**src/inc/asr_pkg.sv**
```systemverilog
// asr_pkg: constants and carriers for the async sram host controller
// assumes a 100 MHz single clock; all times in ns, cycle counts derived
package asr_pkg;
    localparam int ADDR_W = 17;
    localparam int DATA_W = 8;
    localparam int CLK_NS = 10;

    // worst grade figures so one build fits every grade
    localparam int T_RC_NS = 20;
    localparam int T_AA_NS = 20;
    localparam int T_OHZ_NS = 7;
    localparam int T_CHZ_NS = 8;
    localparam int T_WHZ_NS = 8;
    localparam int T_WP_NS = 15;
    localparam int T_CW_NS = 15;
    localparam int T_AW_NS = 15;
    localparam int T_DW_NS = 9;
    localparam int T_WC_NS = 20;

    // least times round up; a read adds one sample cycle plus four sync stages
    localparam int SYNC_CYC = 4;
    localparam int RD_CYC = (T_AA_NS + CLK_NS - 1) / CLK_NS + 1 + SYNC_CYC;
    localparam int TURN_CYC = (T_OHZ_NS + CLK_NS - 1) / CLK_NS;
    localparam int WHZ_CYC = (T_WHZ_NS + CLK_NS - 1) / CLK_NS;
    localparam int DW_CYC = (T_DW_NS + CLK_NS - 1) / CLK_NS;
    localparam int WP_CYC = ((T_WP_NS + CLK_NS - 1) / CLK_NS > WHZ_CYC + DW_CYC) ?
                            (T_WP_NS + CLK_NS - 1) / CLK_NS : WHZ_CYC + DW_CYC;
    localparam int CNT_W = 4;

    typedef struct packed {
        logic [ADDR_W-1:0] addr;
        logic [DATA_W-1:0] wdata;
        logic write;
    } asr_req_t;

    typedef struct packed {
        logic cs_n;
        logic oe_n;
        logic we_n;
    } asr_strobe_t;
endpackage

```
**src/hdl/asr_host.sv**
```systemverilog
// asr_host: host controller driving a 128K x 8 asynchronous static ram
// assumes the sram pins are wired straight to these ports; single 100 MHz clock
`timescale 1ns/1ps
module asr_host #(
    parameter int ADDR_W = asr_pkg::ADDR_W,
    parameter int DATA_W = asr_pkg::DATA_W
)
(
    // clock and reset
    input wire logic i_clock,
    input wire logic i_rst_b,
    // user request
    input wire logic i_req_valid,
    input wire asr_pkg::asr_req_t i_req,
    output logic o_req_ready,
    // user answer
    output logic o_rd_valid,
    output logic [DATA_W-1:0] o_rd_data,
    output logic o_wr_done,
    // sram pins
    output logic [ADDR_W-1:0] o_sram_addr,
    output asr_pkg::asr_strobe_t o_sram_strobe,
    input wire logic [DATA_W-1:0] i_sram_dq,
    output logic [DATA_W-1:0] o_sram_dq,
    output logic o_sram_dq_oe
);
    typedef enum logic [2:0] {
        ST_IDLE = 3'h0,
        ST_RD = 3'h1,
        ST_TURN = 3'h3,
        ST_WSET = 3'h2,
        ST_WPUL = 3'h6,
        ST_WEND = 3'h7
    } asr_state_t;

    // every count must stay below 16 to fit cnt_q
    localparam logic [3:0] RD_N = 4'(asr_pkg::RD_CYC);
    localparam logic [3:0] TURN_N = 4'(asr_pkg::TURN_CYC);
    localparam logic [3:0] WHZ_N = 4'(asr_pkg::WHZ_CYC);
    localparam logic [3:0] WP_N = 4'(asr_pkg::WP_CYC);

    asr_state_t state_q;
    logic [3:0] cnt_q;
    logic [DATA_W-1:0] dq_sync;
    logic rd_last;

    asr_sync3 #(
        .W(DATA_W)
    ) u_sync (
        .i_clock(i_clock),
        .i_rst_b(i_rst_b),
        .i_async(i_sram_dq),
        .o_sync(dq_sync)
    );

    // sequencing; each state but ST_IDLE and ST_WEND holds pins for cnt cycles
    always_ff @(posedge i_clock or negedge i_rst_b)
    begin
        if (!i_rst_b)
        begin
            state_q <= ST_IDLE;
            cnt_q <= 4'h0;
        end
        else
        begin
            case (state_q)
                ST_IDLE:
                begin
                    if (i_req_valid)
                    begin
                        state_q <= i_req.write ? ST_WSET : ST_RD;
                        cnt_q <= i_req.write ? WHZ_N : RD_N;
                    end
                end
                ST_RD:
                begin
                    // write strobe stays high for the whole window
                    if (cnt_q == 4'h1)
                    begin
                        state_q <= ST_TURN;
                        cnt_q <= TURN_N; // device release before next bus use
                    end
                    else
                        cnt_q <= cnt_q - 4'h1;
                end
                ST_TURN:
                begin
                    if (cnt_q == 4'h1)
                        state_q <= ST_IDLE;
                    else
                        cnt_q <= cnt_q - 4'h1;
                end
                ST_WSET:
                begin
                    // wait out turn-off after we falls before driving data
                    if (cnt_q == 4'h1)
                    begin
                        state_q <= ST_WPUL;
                        cnt_q <= WP_N;
                    end
                    else
                        cnt_q <= cnt_q - 4'h1;
                end
                ST_WPUL:
                begin
                    if (cnt_q == 4'h1)
                        state_q <= ST_WEND;
                    else
                        cnt_q <= cnt_q - 4'h1;
                end
                ST_WEND:
                    state_q <= ST_IDLE;
                default:
                    state_q <= ST_IDLE;
            endcase
        end
    end

    // address latched at the same edge that drops the strobes
    always_ff @(posedge i_clock or negedge i_rst_b)
    begin
        if (!i_rst_b)
            o_sram_addr <= '0;
        else if (state_q == ST_IDLE && i_req_valid)
            o_sram_addr <= i_req.addr; // 17-bit word address
    end

    // strobes: cs and we fall together on writes so the device stays off
    always_ff @(posedge i_clock or negedge i_rst_b)
    begin
        if (!i_rst_b)
            o_sram_strobe <= '{cs_n: 1'b1, oe_n: 1'b1, we_n: 1'b1};
        else
        begin
            case (state_q)
                ST_IDLE:
                begin
                    if (i_req_valid && i_req.write)
                        o_sram_strobe <= '{cs_n: 1'b0, oe_n: 1'b1, we_n: 1'b0};
                    else if (i_req_valid)
                        o_sram_strobe <= '{cs_n: 1'b0, oe_n: 1'b0, we_n: 1'b1};
                    else
                        o_sram_strobe <= '{cs_n: 1'b1, oe_n: 1'b1, we_n: 1'b1};
                end
                ST_RD:
                    if (cnt_q == 4'h1)
                        o_sram_strobe <= '{cs_n: 1'b1, oe_n: 1'b1, we_n: 1'b1};
                ST_WPUL:
                    // we and cs rise together, ending the write after full pulse
                    if (cnt_q == 4'h1)
                        o_sram_strobe <= '{cs_n: 1'b1, oe_n: 1'b1, we_n: 1'b1};
                default:
                    ;
            endcase
        end
    end

    // data drive: on from pulse start, kept one cycle past write end for hold
    always_ff @(posedge i_clock or negedge i_rst_b)
    begin
        if (!i_rst_b)
        begin
            o_sram_dq <= '0;
            o_sram_dq_oe <= 1'b0;
        end
        else
        begin
            if (state_q == ST_IDLE && i_req_valid)
                o_sram_dq <= i_req.wdata;
            if (state_q == ST_WSET && cnt_q == 4'h1)
                o_sram_dq_oe <= 1'b1;
            else if (state_q == ST_WEND || state_q == ST_IDLE)
                o_sram_dq_oe <= 1'b0;
        end
    end

    // last read cycle: strobes rise and the synced byte is taken at one edge
    assign rd_last = (state_q == ST_RD) && (cnt_q == 4'h1);

    // answers; the window covers access time plus four sync stages, since a
    // shorter one would hand back the byte of the previous read
    always_ff @(posedge i_clock or negedge i_rst_b)
    begin
        if (!i_rst_b)
        begin
            o_rd_valid <= 1'b0;
            o_rd_data <= '0;
            o_wr_done <= 1'b0;
            o_req_ready <= 1'b0;
        end
        else
        begin
            o_rd_valid <= rd_last;
            if (rd_last)
                o_rd_data <= dq_sync;
            o_wr_done <= (state_q == ST_WEND);
            o_req_ready <= (state_q == ST_IDLE && !i_req_valid) ||
                           (state_q == ST_TURN && cnt_q == 4'h1) || (state_q == ST_WEND);
        end
    end
endmodule

```
**src/hdl/asr_sync3.sv**
```systemverilog
// asr_sync3: three-flop pin synchroniser, change taken when stages 2 and 3 agree
// assumes one clock domain; input asynchronous to it
`timescale 1ns/1ps
module asr_sync3 #(
    parameter int W = 8
)
(
    // clock and reset
    input wire logic i_clock,
    input wire logic i_rst_b,
    // data
    input wire logic [W-1:0] i_async,
    output logic [W-1:0] o_sync
);
    logic [W-1:0] s1_q;
    logic [W-1:0] s2_q;
    logic [W-1:0] s3_q;

    always_ff @(posedge i_clock or negedge i_rst_b)
    begin
        if (!i_rst_b)
        begin
            s1_q <= '0;
            s2_q <= '0;
            s3_q <= '0;
        end
        else
        begin
            s1_q <= i_async;
            s2_q <= s1_q;
            s3_q <= s2_q;
        end
    end

    always_ff @(posedge i_clock or negedge i_rst_b)
    begin
        if (!i_rst_b)
            o_sync <= '0;
        else if (s2_q == s3_q)
            o_sync <= s3_q;
    end
endmodule

```
**config.mk**
```make
export PLATFORM = sky130hd
export DESIGN_NAME = asr_host
export DESIGN_NICKNAME = d
export VERILOG_FILES = /design/src/inc/asr_pkg.sv /design/src/hdl/asr_host.sv /design/src/hdl/asr_sync3.sv
export SDC_FILE = /design/constraint.sdc
export NUM_CORES = 1
export LEC_CHECK = 0
export ABC_AREA = 1
export BUFFER_PORTS_ARGS = -buffer_cell sky130_fd_sc_hd__buf_4
export CORE_MARGIN = 2
export CORE_UTILIZATION = 35
export DETAILED_ROUTE_END_ITERATION = 12
export PLACE_DENSITY = 0.68
export SYNTH_ARGS = -nofsm -noshare
export SYNTH_HDL_FRONTEND = slang
export SYNTH_HIERARCHICAL = 1
export SYNTH_SLANG_ARGS = --single-unit
```
**constraint.sdc**
```tcl
create_clock -name i_clock -period 1.4 [get_ports i_clock]
set_input_delay 0.21 -clock i_clock [delete_from_list [all_inputs] [get_ports i_clock]]
set_output_delay 0.21 -clock i_clock [all_outputs]
set_load 0.005 [all_outputs]
```
== Yosys cells after proc, flatten, opt, wreduce, memory -nomap -nowiden ==
Cells that the tools add are included.
Word-level totals
  flip-flop bits (word level): 79
  output and inout bits: 40
  bits of input ports: 37
  logic and storage cells: 68
Cells by class
  equal/unequal tests: 14
  reductions and logical operators: 19
  $add $sub $neg: 1
  muxes and demuxes: 18
Operators by type and width (number)
  3-bit 2-to-1 mux: 8
  4-bit 2-to-1 mux: 4
  4-bit case mux with 4 select lines: 1
  3-bit case mux with 5 select lines: 1
  2-bit != test (second input constant): 6
  8-bit equality test: 1
  3-bit by 2-bit equality test with 1-bit output (second input constant): 2
  3-bit equality test (second input constant): 2
  1-bit logical AND: 6
  3-bit case mux with 2 select lines: 1
  5-bit AND reduction: 1
  4-bit by 1-bit equality test with 1-bit output (second input constant): 1
  2-bit nonzero test: 2
  4-bit nonzero test: 1
  2-bit OR reduction: 2
  4-bit by 1-bit subtractor with 4-bit output (second input constant): 1
  3-bit by 1-bit equality test with 1-bit output (second input constant): 1
  3-bit zero test: 1
  1-bit logical OR: 3
  3-bit AND reduction: 1
  1-bit 2-to-1 mux: 2
  2-bit 2-to-1 mux: 1
  2-bit by 1-bit != test with 1-bit output (second input constant): 1
  2-bit AND reduction: 1
  1-bit zero test: 1

== Longest topological paths before layout ==
Gate-level depths: netlist (run 1).
  depth after elaboration: 4
  gate-level depth with buffers: 10
  gate-level depth less buffers: 10

== By module ==
The synthesis (run 1) kept the hierarchy.
By module, submodules not included
  asr_host: times used 1, area each 2050.7 um2, seq. area each 1179.9 um2, cells an instance 249
  asr_sync3: times used 1, area each 1039.7 um2, seq. area each 800.8 um2, cells an instance 85

== Worst setup path after synthesis (run 1) ==
No wires, ideal clock.
  path kind: register -> register
  from: reg cnt_q[1]
  to: reg cnt_q[2]
  arrival: 1.245 ns
  required time: 1.283 ns
  path slack: 0.038 ns
  cell stages (with the launch flop): 10
  clock period less this slack: 1.362 ns
  buffers on the path: 0
  library setup time: 0.117 ns
  cells stage by stage: dfrtp_1 > inv_1 > ha_1 > nand3_2 > inv_1 > nand2_1 > nand2_1 > inv_1 > nor2_1 > nor2_1
On the way
  word-level cells in the longest chain between the ends: 3
  elaborated cells between the ends (all ways): 8
  those cells by class: 1 x add/sub; 2 x eq/ne; 4 x mux; 1 x reduce/logical
RTL lines
  start, declared: RTL line asr_host.sv:43  | logic [3:0] cnt_q;
  start signal, assigned: RTL line asr_host.sv:72  | cnt_q <= i_req.write ? WHZ_N : RD_N;
  start signal, assigned: RTL line asr_host.sv:84  | cnt_q <= cnt_q - 4'h1;
  start signal, assigned: RTL line asr_host.sv:91  | cnt_q <= cnt_q - 4'h1;
  4-bit by 1-bit subtractor with 4-bit output or 4-bit by 1-bit equality test with 1-bit output (tied branches)
  4-bit 2-to-1 mux, or another cell as far along: RTL line asr_host.sv:88, asr_host.sv:106
  4-bit case mux with 4 select lines or 3-bit AND reduction (tied branches)
Several ways; a longest one is shown, not always the timed one. The select of a mux whose other input is x is not followed.
A chain may end at the register's enable or synchronous reset.

== Worst setup path in the final report (run 1) ==
Same ends and word-level chain as after synthesis.

==> results of run 1 <==
-- worst max-delay path, cell delays in order, from the launching register on --
cell and delay [ns]:
dfrtp_1 0.40, inv_2 0.08, ha_2 0.18, nand3_2 0.10, inv_2 0.12, nand2_2 0.08, nand2_2 0.09, inv_1 0.06
nor2_1 0.09, nor2_1 0.05
-- logic make-up (layout without fill, tap and decap cells) --
logic type	after synthesis	after routing
AO/OA/AOI/OAI	14	14
XOR/XNOR	6	6
flip-flops	79	79
AND/OR/NAND/NOR	201	201
adder cells (fa/ha/maj)	2	2
buffers and inverters	32	139
-- worst max path at each step --
stage / slack [ns] / endpoint / cells past startpoint / from
after floorplan: 0.04 / cnt_q[2]$_DFFE_PN0P_ / 9 / cnt_q[1]$_DFFE_PN0P_
after detailed placement: 0.0009 / cnt_q[2]$_DFFE_PN0P_ / 9 / cnt_q[1]$_DFFE_PN0P_
after CTS: 0.02 / state_q[1]$_DFFE_PN0P_ / 7 / cnt_q[1]$_DFFE_PN0P_
after global placement: 0.05 / o_rd_data[5]$_DFFE_PN0P_ / 7 / state_q[2]$_DFFE_PN0P_
after global routing: -0.03 / cnt_q[3]$_DFFE_PN0P_ / 8 / cnt_q[1]$_DFFE_PN0P_
final: 0.06 / cnt_q[2]$_DFFE_PN0P_ / 9 / cnt_q[1]$_DFFE_PN0P_
-- through the flow --
stage / instances / hold WS (ns) / instance area (um^2)
final: 549 / 0.0435 / 4180
after global routing: 549 / 0.0473 / 4180
after CTS: 547 / 0.0271 / 4120
after detailed placement: 521 / 0.153 / 3840
after global placement: 521 / 0.149 / 3840
after floorplan: 334 / -0.0856 / 3090
-- cell usage in the layout (no fill, tap or decap), types with 3 or more instances in the layout --
cell type      instances
a21oi_1                5
buf_4                 83
clkbuf_8               9
dfrtp_1               74
dfstp_2                3
dlygate4sd3_1         10
inv_1                 20
inv_2                  6
inv_6                  4
nand2_1              157
nand2_2                7
nand3_1               18
nor2_1                 9
nor2_4                 3
o21ai_0                3
xnor2_1                5
-- metal layers --
| metal | part of all wire [%] | global-route usage [%] | wire (um) | vias up |
|---|---|---|---|---|
| li1 | - | - | - | 1234 |
| met1 | 45 | 17.5 | 2840 | 1101 |
| met2 | 45 | 21.9 | 2790 | 78 |
| met3 | 7.3 | 4.72 | 457 | 14 |
| met4 | 2.8 | 6.84 | 174 | 0 |
| met5 | 0 | 0 | 0 | - |
-- power groups by stage --
stage	logic, mW	clock network, mW	registers (mW)
floorplan	1.46	0	3.29
global placement	2.57	0	3.32
detailed placement	2.66	0	3.31
CTS	2.68	1.63	3.29
global route	3.16	1.71	3.38
finish	2.79	1.59	3.30
-- sequential cells by signal, indices dropped and copies added, names as in the netlist --
signal and count:
o_req_ready 1, cnt_q 4, u_sync/s2_q 8, o_rd_valid 1, o_sram_addr 17, o_rd_data 8
u_sync/s1_q 8, o_sram_dq_oe 1, o_sram_strobe 3, u_sync/s3_q 8, o_sram_dq 8, u_sync/o_sync 8
o_wr_done 1, state_q 3
-- cell type report --
class / count / area (um^2)
Sequential cell: 79 / 1980
Fill cell: 817 / 4450
Clock buffer: 9 / 124
Multi-Input combinational cell: 223 / 1010
Clock inverter: 7 / 61.3
Timing Repair Buffer: 95 / 754
Inverter: 28 / 113
Tap cell: 108 / 135
-- what timing repair did --
| item | CTS | global route |
|---|---|---|
| pin swaps | 0 | 1 |
| setup endpoints to repair | 4 | 47 |
| hold endpoints to repair | 30 | 0 |
| setup buffers | 0 | 2 |
| gates resized for setup | 1 | 19 |
| hold buffers | 10 | 0 |
==> run_results.csv, run 1 <==
group,metric,value,unit
run_status,outcome,"finished, final reports clean",
clocking,tritoncts,"yes",
place,gp_congestion,0.873,
routing,first_iter_violations,163,
routing,drc_errors,0,
place,place_hpwl,4510,um
timing,fin_ws,0.0575,ns
global_route,gr-total-overflow,0,
routing,vias,2427,
routing,routed_wl,6260,um
place,port_buffers,76,
timing,final.min_clock_period,1.34,ns
synth,synthMuxAreaShare,0,%
min_path,hold_class,"input port to register",
synth,synth_xor_area_share,1.70,%
min_path,whs_path_depth,3,
routing,wl_per_cell,11.4,um
synth,syn_inst,334,
pwr,total_power,7.68,mW
global_route,grt_pass1_wl,11000,um
clocking,clockBufferDepth,2,
cells_and_area,fin_util,48.4,%
cells_and_area,final_nets,475,
clocking,cts-root-buf,"clkbuf_8",
routing,ant_nets,0,
worst_setup_path,crit_path_end_kind,"register",
worst_setup_path,crit_path_max_fanout,4,
synth,synth_compound_area_share,2.55,%
run,max_cap_violations,0,
cells_and_area,diodes,0,
timing,setup-tns-final,0,ns
cells_and_area,area_delta_synth_final,35.4,%
timing,max_freq,745,MHz
routing,drt_pre_antenna_iters,4,
place,place_ws,0.000938,ns
synth,ys_seq_elements,79,
cells_and_area,drive_above_1_share,29.9,%
synth,synth.net_count,373,
worst_setup_path,required,1.65,ns
global_route,grt_use_total,14.0,%
min_path,holdPathEnd,"o_sram_dq[5]$_DFFE_PN0P_",
timing,finalCritPeriodShare,95.9,%
synth,synth_edf_count,0,
pwr,combPwrFrac,36.4,%
synth,synth-seq-area-share,64.1,%
worst_setup_path,critPathLaunchType,"register",
synth,synth_area_leaders,"dfrtp_1 62%, nand2_1 20%, nand3_1 2.9%",
pwr,internal-power,4.87,mW
floorplan,io_pins,77,
floorplan,initial_core_util,35.8,%
synth,syn_avg_cell_area,9.25,um^2
floorplan,die-area,0.00960,mm^2
global_route,grt_pass1_vias,2501,
floorplan,die_w,98.0,um
floorplan,die_h,98.0,um
synth,synth_warnings,6,
pwr,pwr_density_cell,1830,mW/mm^2
pwr,p_seq_share,43.0,%
timing,slew_headroom,76.1,%
clocking,insertion_delay,0.35,ns
worst_setup_path,reg2regPathDepth,9,
pwr,swShare,36.5,%
timing,tightest_slew,0.358,ns
synth,synthArstFlopShare,100,%
worst_setup_path,reg2reg_from,"cnt_q[1]$_DFFE_PN0P_",
synth,yosys-top-cells-count,"162 x nand2_1, 76 x dfrtp_1, 23 x inv_1, 18 x nand3_1, 10 x nor2_1",
synth,yosysMostFrequentCell,"nand2_1",
clocking,clock_sinks,79,
synth,synth_area_leader_cell,"dfrtp_1",
timing,setup_viol,0,
synth,syn-cell-area,0.00309,mm^2
synth,yosysUniqueCellTypes,24,
timing,rsz0062_at_grt,"true",
synth,synthFlopType,"dfrtp_1",
timing,fin_skew,0.00916,ns
synth,yosysTopAreaCellShare,61.5,%
global_route,antenna_found_initial,0,
pwr,pwr-share-clk,20.7,%
clocking,htree_levels,3,
synth,synth_top_family_by_area,"simple AND/OR/NAND/NOR gates",
floorplan,core-area,0.00864,mm^2
pwr,power_leakage,2.28,nW
global_route,grt_max_degree,38,
worst_setup_path,r2r_slack,0.06,ns
timing,finalHoldViolCount,0,
pwr,peakVddDrop,0.000913,V
clocking,cts_made_buffers,9,
clocking,clk_pin_slew,0.09,ns
worst_setup_path,arrival,1.60,ns
routing,viasPerCell,4.42,
worst_setup_path,r2r_end,"cnt_q[2]$_DFFE_PN0P_",
worst_setup_path,crit_type,"register to register",
synth,synthSimpleGateAreaFrac,26.6,%
timing,final-max-slew-violation-count,0,
min_path,worstHoldStart,"i_req[6]",
pwr,power_switching,2.81,mW
synth,synth_adder_area_share,0.810,%
floorplan,rows,34,
(Power assumes the default switching activity.)
==> inputs of run 2 (changes only) <==
--- a/config.mk
+++ b/config.mk
@@ -10,7 +10,7 @@
 export CORE_MARGIN = 2
 export CORE_UTILIZATION = 35
 export DETAILED_ROUTE_END_ITERATION = 12
-export PLACE_DENSITY = 0.68
+export PLACE_DENSITY_LB_ADDON = 0.1
 export SYNTH_ARGS = -nofsm -noshare
 export SYNTH_HDL_FRONTEND = slang
 export SYNTH_HIERARCHICAL = 1
==> run 2 against run 1 <==
Against the previous run:
- final area increased by 1.8%
- die area unchanged
- sequential power about the same
- sequential cell count unchanged
- maximum frequency increased by 2.9%
- critical endpoint is now o_sram_addr[0]$_DFFE_PN0P_
- combinational power increased by 4%
- largest power group unchanged
- global-route usage increased by 0.75 points
- first-iteration DRC count decreased by 58%
- register-to-register slack improved by 0.04 ns
- setup slack improved by 0.038 ns
- wire length increased by 2.8%
==> run_results.csv, run 2 (synthesized netlist as in run 1, its figures left out) <==
group,metric,value,unit
run_status,outcome,"finished, final reports clean",
global_route,antenna_found_initial,0,
cells_and_area,fin_util,49.3,%
floorplan,die_w,98.0,um
cells_and_area,regArea,0.00198,mm^2
place,gp_congestion,0.799,
cells_and_area,largest_register_ffs,17,
floorplan,core-area,0.00864,mm^2
pwr,swShare,35.4,%
timing,finalHoldViolCount,0,
clocking,clock_sinks,79,
cells_and_area,regMostFlops,"o_sram_addr",
clocking,cts_made_buffers,9,
routing,wl_per_cell,11.7,um
pwr,total_power,7.92,mW
place,place_hpwl,4560,um
pwr,p_seq_share,41.4,%
pwr,peakVddDrop,0.000857,V
cells_and_area,area_delta_synth_final,37.8,%
global_route,gr-total-overflow,0,
global_route,grt_pass1_vias,2402,
run,max_cap_violations,0,
global_route,grt_max_degree,38,
clocking,clockBufferDepth,2,
worst_setup_path,arrival,1.54,ns
clocking,cts-root-buf,"clkbuf_8",
pwr,internal-power,5.11,mW
worst_setup_path,crit_path_max_fanout,20,
routing,viasPerCell,4.38,
worst_setup_path,required,1.64,ns
clocking,insertion_delay,0.35,ns
timing,max_freq,767,MHz
global_route,grt_pass1_wl,11300,um
min_path,hold_class,"input port to register",
floorplan,initial_core_util,35.8,%
timing,rsz0062_at_grt,"true",
cells_and_area,final_nets,476,
timing,slew_headroom,79.2,%
timing,holdWs,0.0500,ns
clocking,clk_pin_slew,0.09,ns
cells_and_area,drive_above_1_share,30.5,%
routing,drc_errors,0,
floorplan,die-area,0.00960,mm^2
worst_setup_path,crit_type,"register to register",
timing,setup_viol,0,
timing,finalCritPeriodShare,93.2,%
timing,tightest_slew,0.310,ns
worst_setup_path,critPathLaunchType,"register",
place,place_inst,522,
clocking,tritoncts,"yes",
pwr,power_leakage,2.31,nW
cells_and_area,layout_commonest_cell,"nand2_1",
cells_and_area,nFillCells,822,
floorplan,die_h,98.0,um
timing,fin_skew,0.0107,ns
pwr,power_switching,2.80,mW
place,port_buffers,76,
pwr,combPwrFrac,36.7,%
routing,drt_pre_antenna_iters,4,
worst_setup_path,crit_path_end_kind,"register",
global_route,grt_use_total,14.8,%
pwr,pwr-share-clk,21.8,%
routing,routed_wl,6440,um
cells_and_area,diodes,0,
cells_and_area,layout_common_cells,"157 x nand2_1, 81 x buf_4, 73 x dfrtp_1, 19 x inv_1, 18 x nand3_1",
routing,ant_nets,0,
floorplan,io_pins,77,
timing,final-max-slew-violation-count,0,
floorplan,rows,34,
routing,vias,2408,
place,place_ws,-0.0164,ns
clocking,htree_levels,3,
pwr,pwr_density_cell,1860,mW/mm^2
timing,fin_ws,0.0958,ns
cells_and_area,multi_input_area,0.00104,mm^2
timing,final.min_clock_period,1.30,ns
routing,first_iter_violations,68,
cells_and_area,finalNonFillerCells,550,
==> run 2: final timing paths <==
check                                               from  slack [ns]                      endpoint  cells after the start
worst max-delay path              state_q[2]$_DFFE_PN0P_         0.1    o_sram_addr[0]$_DFFE_PN0P_                      7
worst min-delay path                           i_req[21]        0.05   o_sram_addr[12]$_DFFE_PN0P_                      3
worst max register to register    state_q[2]$_DFFE_PN0P_         0.1    o_sram_addr[0]$_DFFE_PN0P_                      7
worst min register to register  u_sync/s1_q[7]$_DFF_PN0_        0.35      u_sync/s2_q[7]$_DFF_PN0_                      0
max in group asynchronous                        i_rst_b        0.67  o_sram_strobe[2]$_DFFE_PN1P_                      3
min in group asynchronous                        i_rst_b        0.23           o_wr_done$_DFF_PN0_                      2
==> run 2: final cells by class <==
| cell class | instances | area share (%) |
|---|---|---|
| multi-input combinational | 223 | 24.4 |
| sequential | 79 | 46.6 |
| clock buffer | 9 | 2.91 |
| timing repair buffer | 96 | 18.4 |
| inverter | 28 | 2.70 |
| tap | 108 | 3.17 |
| clock inverter | 7 | 1.88 |
==> run 2: routing by layer <==
| layer | part of all wire [%] | GRT usage, % | up-vias |
|---|---|---|---|
| met5 | 0 | 0 | - |
| met4 | 2.6 | 8.01 | 0 |
| met3 | 4.6 | 3.87 | 13 |
| met2 | 47 | 22.0 | 53 |
| met1 | 46 | 19.9 | 1108 |
| li1 | - | - | 1234 |
==> run 2: critical path: stages, from the launching register on <==
cell	delay, ns
dfrtp_2	0.45
inv_2	0.11
nand2_2	0.10
nor2_4	0.15
nand2_4	0.09
buf_6	0.18
nand2_1	0.06
nand2_1	0.05
==> run 2: what timing repair did <==
action / in CTS / in global routing
pin swaps: 0 / 1
buffers inserted: 0 / 2
hold buffers: 10 / 0
endpoints found under the hold margin: 86 / 0
endpoints found under the setup margin: 3 / 26
gates resized for setup: 1 / 26
==> run 2: per-stage QoR <==
step	area (um^2)	TNS, ns
global placement	3860	-0.00304
CTS	4160	0
detailed placement	3860	-0.0183
finish	4260	0
global route	4260	-0.0425
floorplan	3090	0
==> run 2: power groups by stage <==
stage	registers, mW	clock network (mW)	logic, mW
finish	3.28	1.73	2.91
global route	3.37	1.91	3.31
CTS	3.26	1.79	2.75
detailed placement	3.28	0	2.73
global placement	3.29	0	2.69
floorplan	3.29	0	1.46
==> inputs of run 3 (changes only) <==
--- a/config.mk
+++ b/config.mk
@@ -8,9 +8,8 @@
 export ABC_AREA = 1
 export BUFFER_PORTS_ARGS = -buffer_cell sky130_fd_sc_hd__buf_4
 export CORE_MARGIN = 2
-export CORE_UTILIZATION = 35
+export CORE_UTILIZATION = 25
 export DETAILED_ROUTE_END_ITERATION = 12
-export PLACE_DENSITY_LB_ADDON = 0.1
 export SYNTH_ARGS = -nofsm -noshare
 export SYNTH_HDL_FRONTEND = slang
 export SYNTH_HIERARCHICAL = 1
==> run 3 against run 2 <==
Against the previous run:
- sequential cell count unchanged
- combinational power hardly changed
- count of clock-buffer cells in the layout stayed put
- final area grew 3.3%
- cell count up 11%
- setup slack lost 0.029 ns
- sequential power about the same
- maximum frequency shrank 2.2%
- via count is 0.17% lower
- first-iteration DRC count decreased by 1.5%
- critical path type unchanged
==> run_results.csv, run 3 (synthesized netlist as in run 1, its figures left out) <==
group,metric,value,unit
worst_setup_path,critPathBufInv,1,
clocking,clockBufferDepth,2,
cells_and_area,final_area,0.00440,mm^2
global_route,use_met2,16.7,%
clocking,clock_sinks,79,
worst_setup_path,cp_slowest_cell,"dfrtp_1",
place,gp_congestion,0.771,
clocking,cts_made_buffers,9,
global_route,gr-total-overflow,0,
clocking,insertion_delay,0.33,ns
timing,final-max-slew-violation-count,0,
global_route,grt.busiest_layer,"met2",
place,port_buffers,76,
timing,rsz0062_at_grt,"true",
run,max_cap_violations,0,
global_route,gr-usage-met1,13.3,%
pwr,pwr_density_cell,1940,mW/mm^2
global_route,antenna_found_initial,0,
timing,setup_viol,0,
global_route,grt_pass1_wl,10800,um
floorplan,io_pins,77,
place,placed_area,0.00391,mm^2
pwr,combPwrFrac,34.0,%
global_route,grt_use_total,10.4,%
place,place_hpwl,4710,um
worst_setup_path,reg2regPathDepth,7,
timing,tightest_slew,0.368,ns
routing,drt_pre_antenna_iters,5,
pwr,p_seq_share,38.3,%
floorplan,initial_core_util,25.6,%
clocking,cts-root-buf,"clkbuf_16",
worst_setup_path,crit_path_end_kind,"register",
floorplan,die_w,115,um
global_route,grt_util_met3,2.69,%
worst_setup_path,cp.depth,7,
routing,routed_wl,6550,um
worst_setup_path,r2r_slack,0.07,ns
timing,final.min_clock_period,1.33,ns
cells_and_area,layout_common_cells,"159 x nand2_1, 81 x buf_4, 75 x dfrtp_1, 19 x inv_1, 18 x nand3_1",
pwr,peakVddDrop,0.000726,V
min_path,hold_class,"input port to register",
worst_setup_path,arrival,1.55,ns
pwr,swShare,33.8,%
routing,drc_errors,0,
floorplan,die_h,115,um
routing,wl_per_cell,10.8,um
global_route,grt_max_degree,30,
cells_and_area,fin_util,36.5,%
routing,vias,2404,
cells_and_area,regMostFlops,"o_sram_addr",
cells_and_area,largest_register_ffs,17,
timing,finalCritPeriodShare,95.3,%
pwr,power_leakage,2.34,nW
timing,holdWs,0.0455,ns
pwr,internal-power,5.65,mW
global_route,grt_pass1_vias,2317,
run_status,outcome,"finished, final reports clean",
routing,first_iter_violations,67,
worst_setup_path,cpPeakStageDelay,0.39,ns
worst_setup_path,critPathLaunchType,"register",
worst_setup_path,worstPathCellList,"buf_4, nand3_1, nand2_4, nand2_1, nand3_1, nor2_1, nor2_1",
cells_and_area,drive_above_1_share,29.3,%
worst_setup_path,cpLargestDelayFamily,"simple AND/OR/NAND/NOR gates",
pwr,power_switching,2.88,mW
timing,finalHoldViolCount,0,
worst_setup_path,crit_type,"register to register",
clocking,tritoncts,"yes",
floorplan,die-area,0.0133,mm^2
min_path,whs_path_depth,2,
routing,ant_nets,0,
routing,viasPerCell,3.95,
clocking,htree_levels,3,
timing,slew_headroom,75.5,%
cells_and_area,final_nets,474,
cells_and_area,area_delta_synth_final,42.4,%
cells_and_area,layout_commonest_cell,"nand2_1",
timing,max_freq,750,MHz
floorplan,core-area,0.0121,mm^2
clocking,clk_pin_slew,0.06,ns
floorplan,rows,40,
pwr,pwr-share-clk,27.7,%
timing,fin_skew,0.00583,ns
cells_and_area,diodes,0,
worst_setup_path,required,1.62,ns
worst_setup_path,crit_path_max_fanout,6,
==> run 3: area by class of cell <==
| type | count | area [um^2] |
|---|---|---|
| fill | 1230 | 7660 |
| sequential | 79 | 1980 |
| multi-input combinational | 223 | 1030 |
| timing repair buffer | 94 | 761 |
| clock buffer | 9 | 225 |
| tap | 168 | 210 |
| inverter | 28 | 115 |
| clock inverter | 7 | 77.6 |
==> run 3: power by group through the flow <==
stage / registers, mW / clock network, mW / logic [mW]
3_5_place_dp: 3.28 / 0 / 2.70
3_3_place_gp: 3.27 / 0 / 2.63
4_1_cts: 3.26 / 2.45 / 2.72
6_report: 3.27 / 2.36 / 2.90
2_1_floorplan: 3.29 / 0 / 1.46
5_1_grt: 3.35 / 2.55 / 3.28
==> run 3: path summary, 6_finish.rpt <==
check                                                    end                      from
worst max-delay path                    cnt_q[1]$_DFFE_PN0P_    state_q[1]$_DFFE_PN0P_
worst min-delay path            o_sram_strobe[0]$_DFFE_PN1P_                  i_req[0]
worst max register to register          cnt_q[1]$_DFFE_PN0P_    state_q[1]$_DFFE_PN0P_
worst min register to register      u_sync/s2_q[3]$_DFF_PN0_  u_sync/s1_q[3]$_DFF_PN0_
max in group asynchronous       o_sram_strobe[1]$_DFFE_PN1P_                   i_rst_b
min in group asynchronous                o_wr_done$_DFF_PN0_                   i_rst_b
==> run 3: metrics by stage <==
stage	setup slack (ns)	std cells	power [mW]	setup TNS, ns
global route	-0.0272	608	9.17	-0.0499
finish	0.0664	608	8.53	0
floorplan	0.0379	334	4.75	0
CTS	0.0306	604	8.43	0
global placement	0.0420	579	5.90	0
detailed placement	-0.00777	579	5.98	-0.0151
==> run 3: worst reg2reg max path, stage by stage (launching register included) <==
cell and delay, ns:
dfrtp_1 0.39, buf_4 0.18, nand3_1 0.14, nand2_4 0.08, nand2_1 0.12, nand3_1 0.11
nor2_1 0.15, nor2_1 0.05
==> run 3: routing by layer <==
layer / vias up / wire [um] / share of wire [%]
li1: 1223 / - / -
met1: 1129 / 3030 / 46
met2: 48 / 3210 / 49
met3: 4 / 237 / 3.6
met4: 0 / 67 / 1.0
met5: - / 0 / 0
==> run 3: timing repair <==
item | in CTS | in global routing
setup buffers | 0 | 4
setup endpoints to repair | 9 | 48
hold buffers | 9 | 0
resized for setup | 1 | 20
hold endpoints to repair | 32 | 0
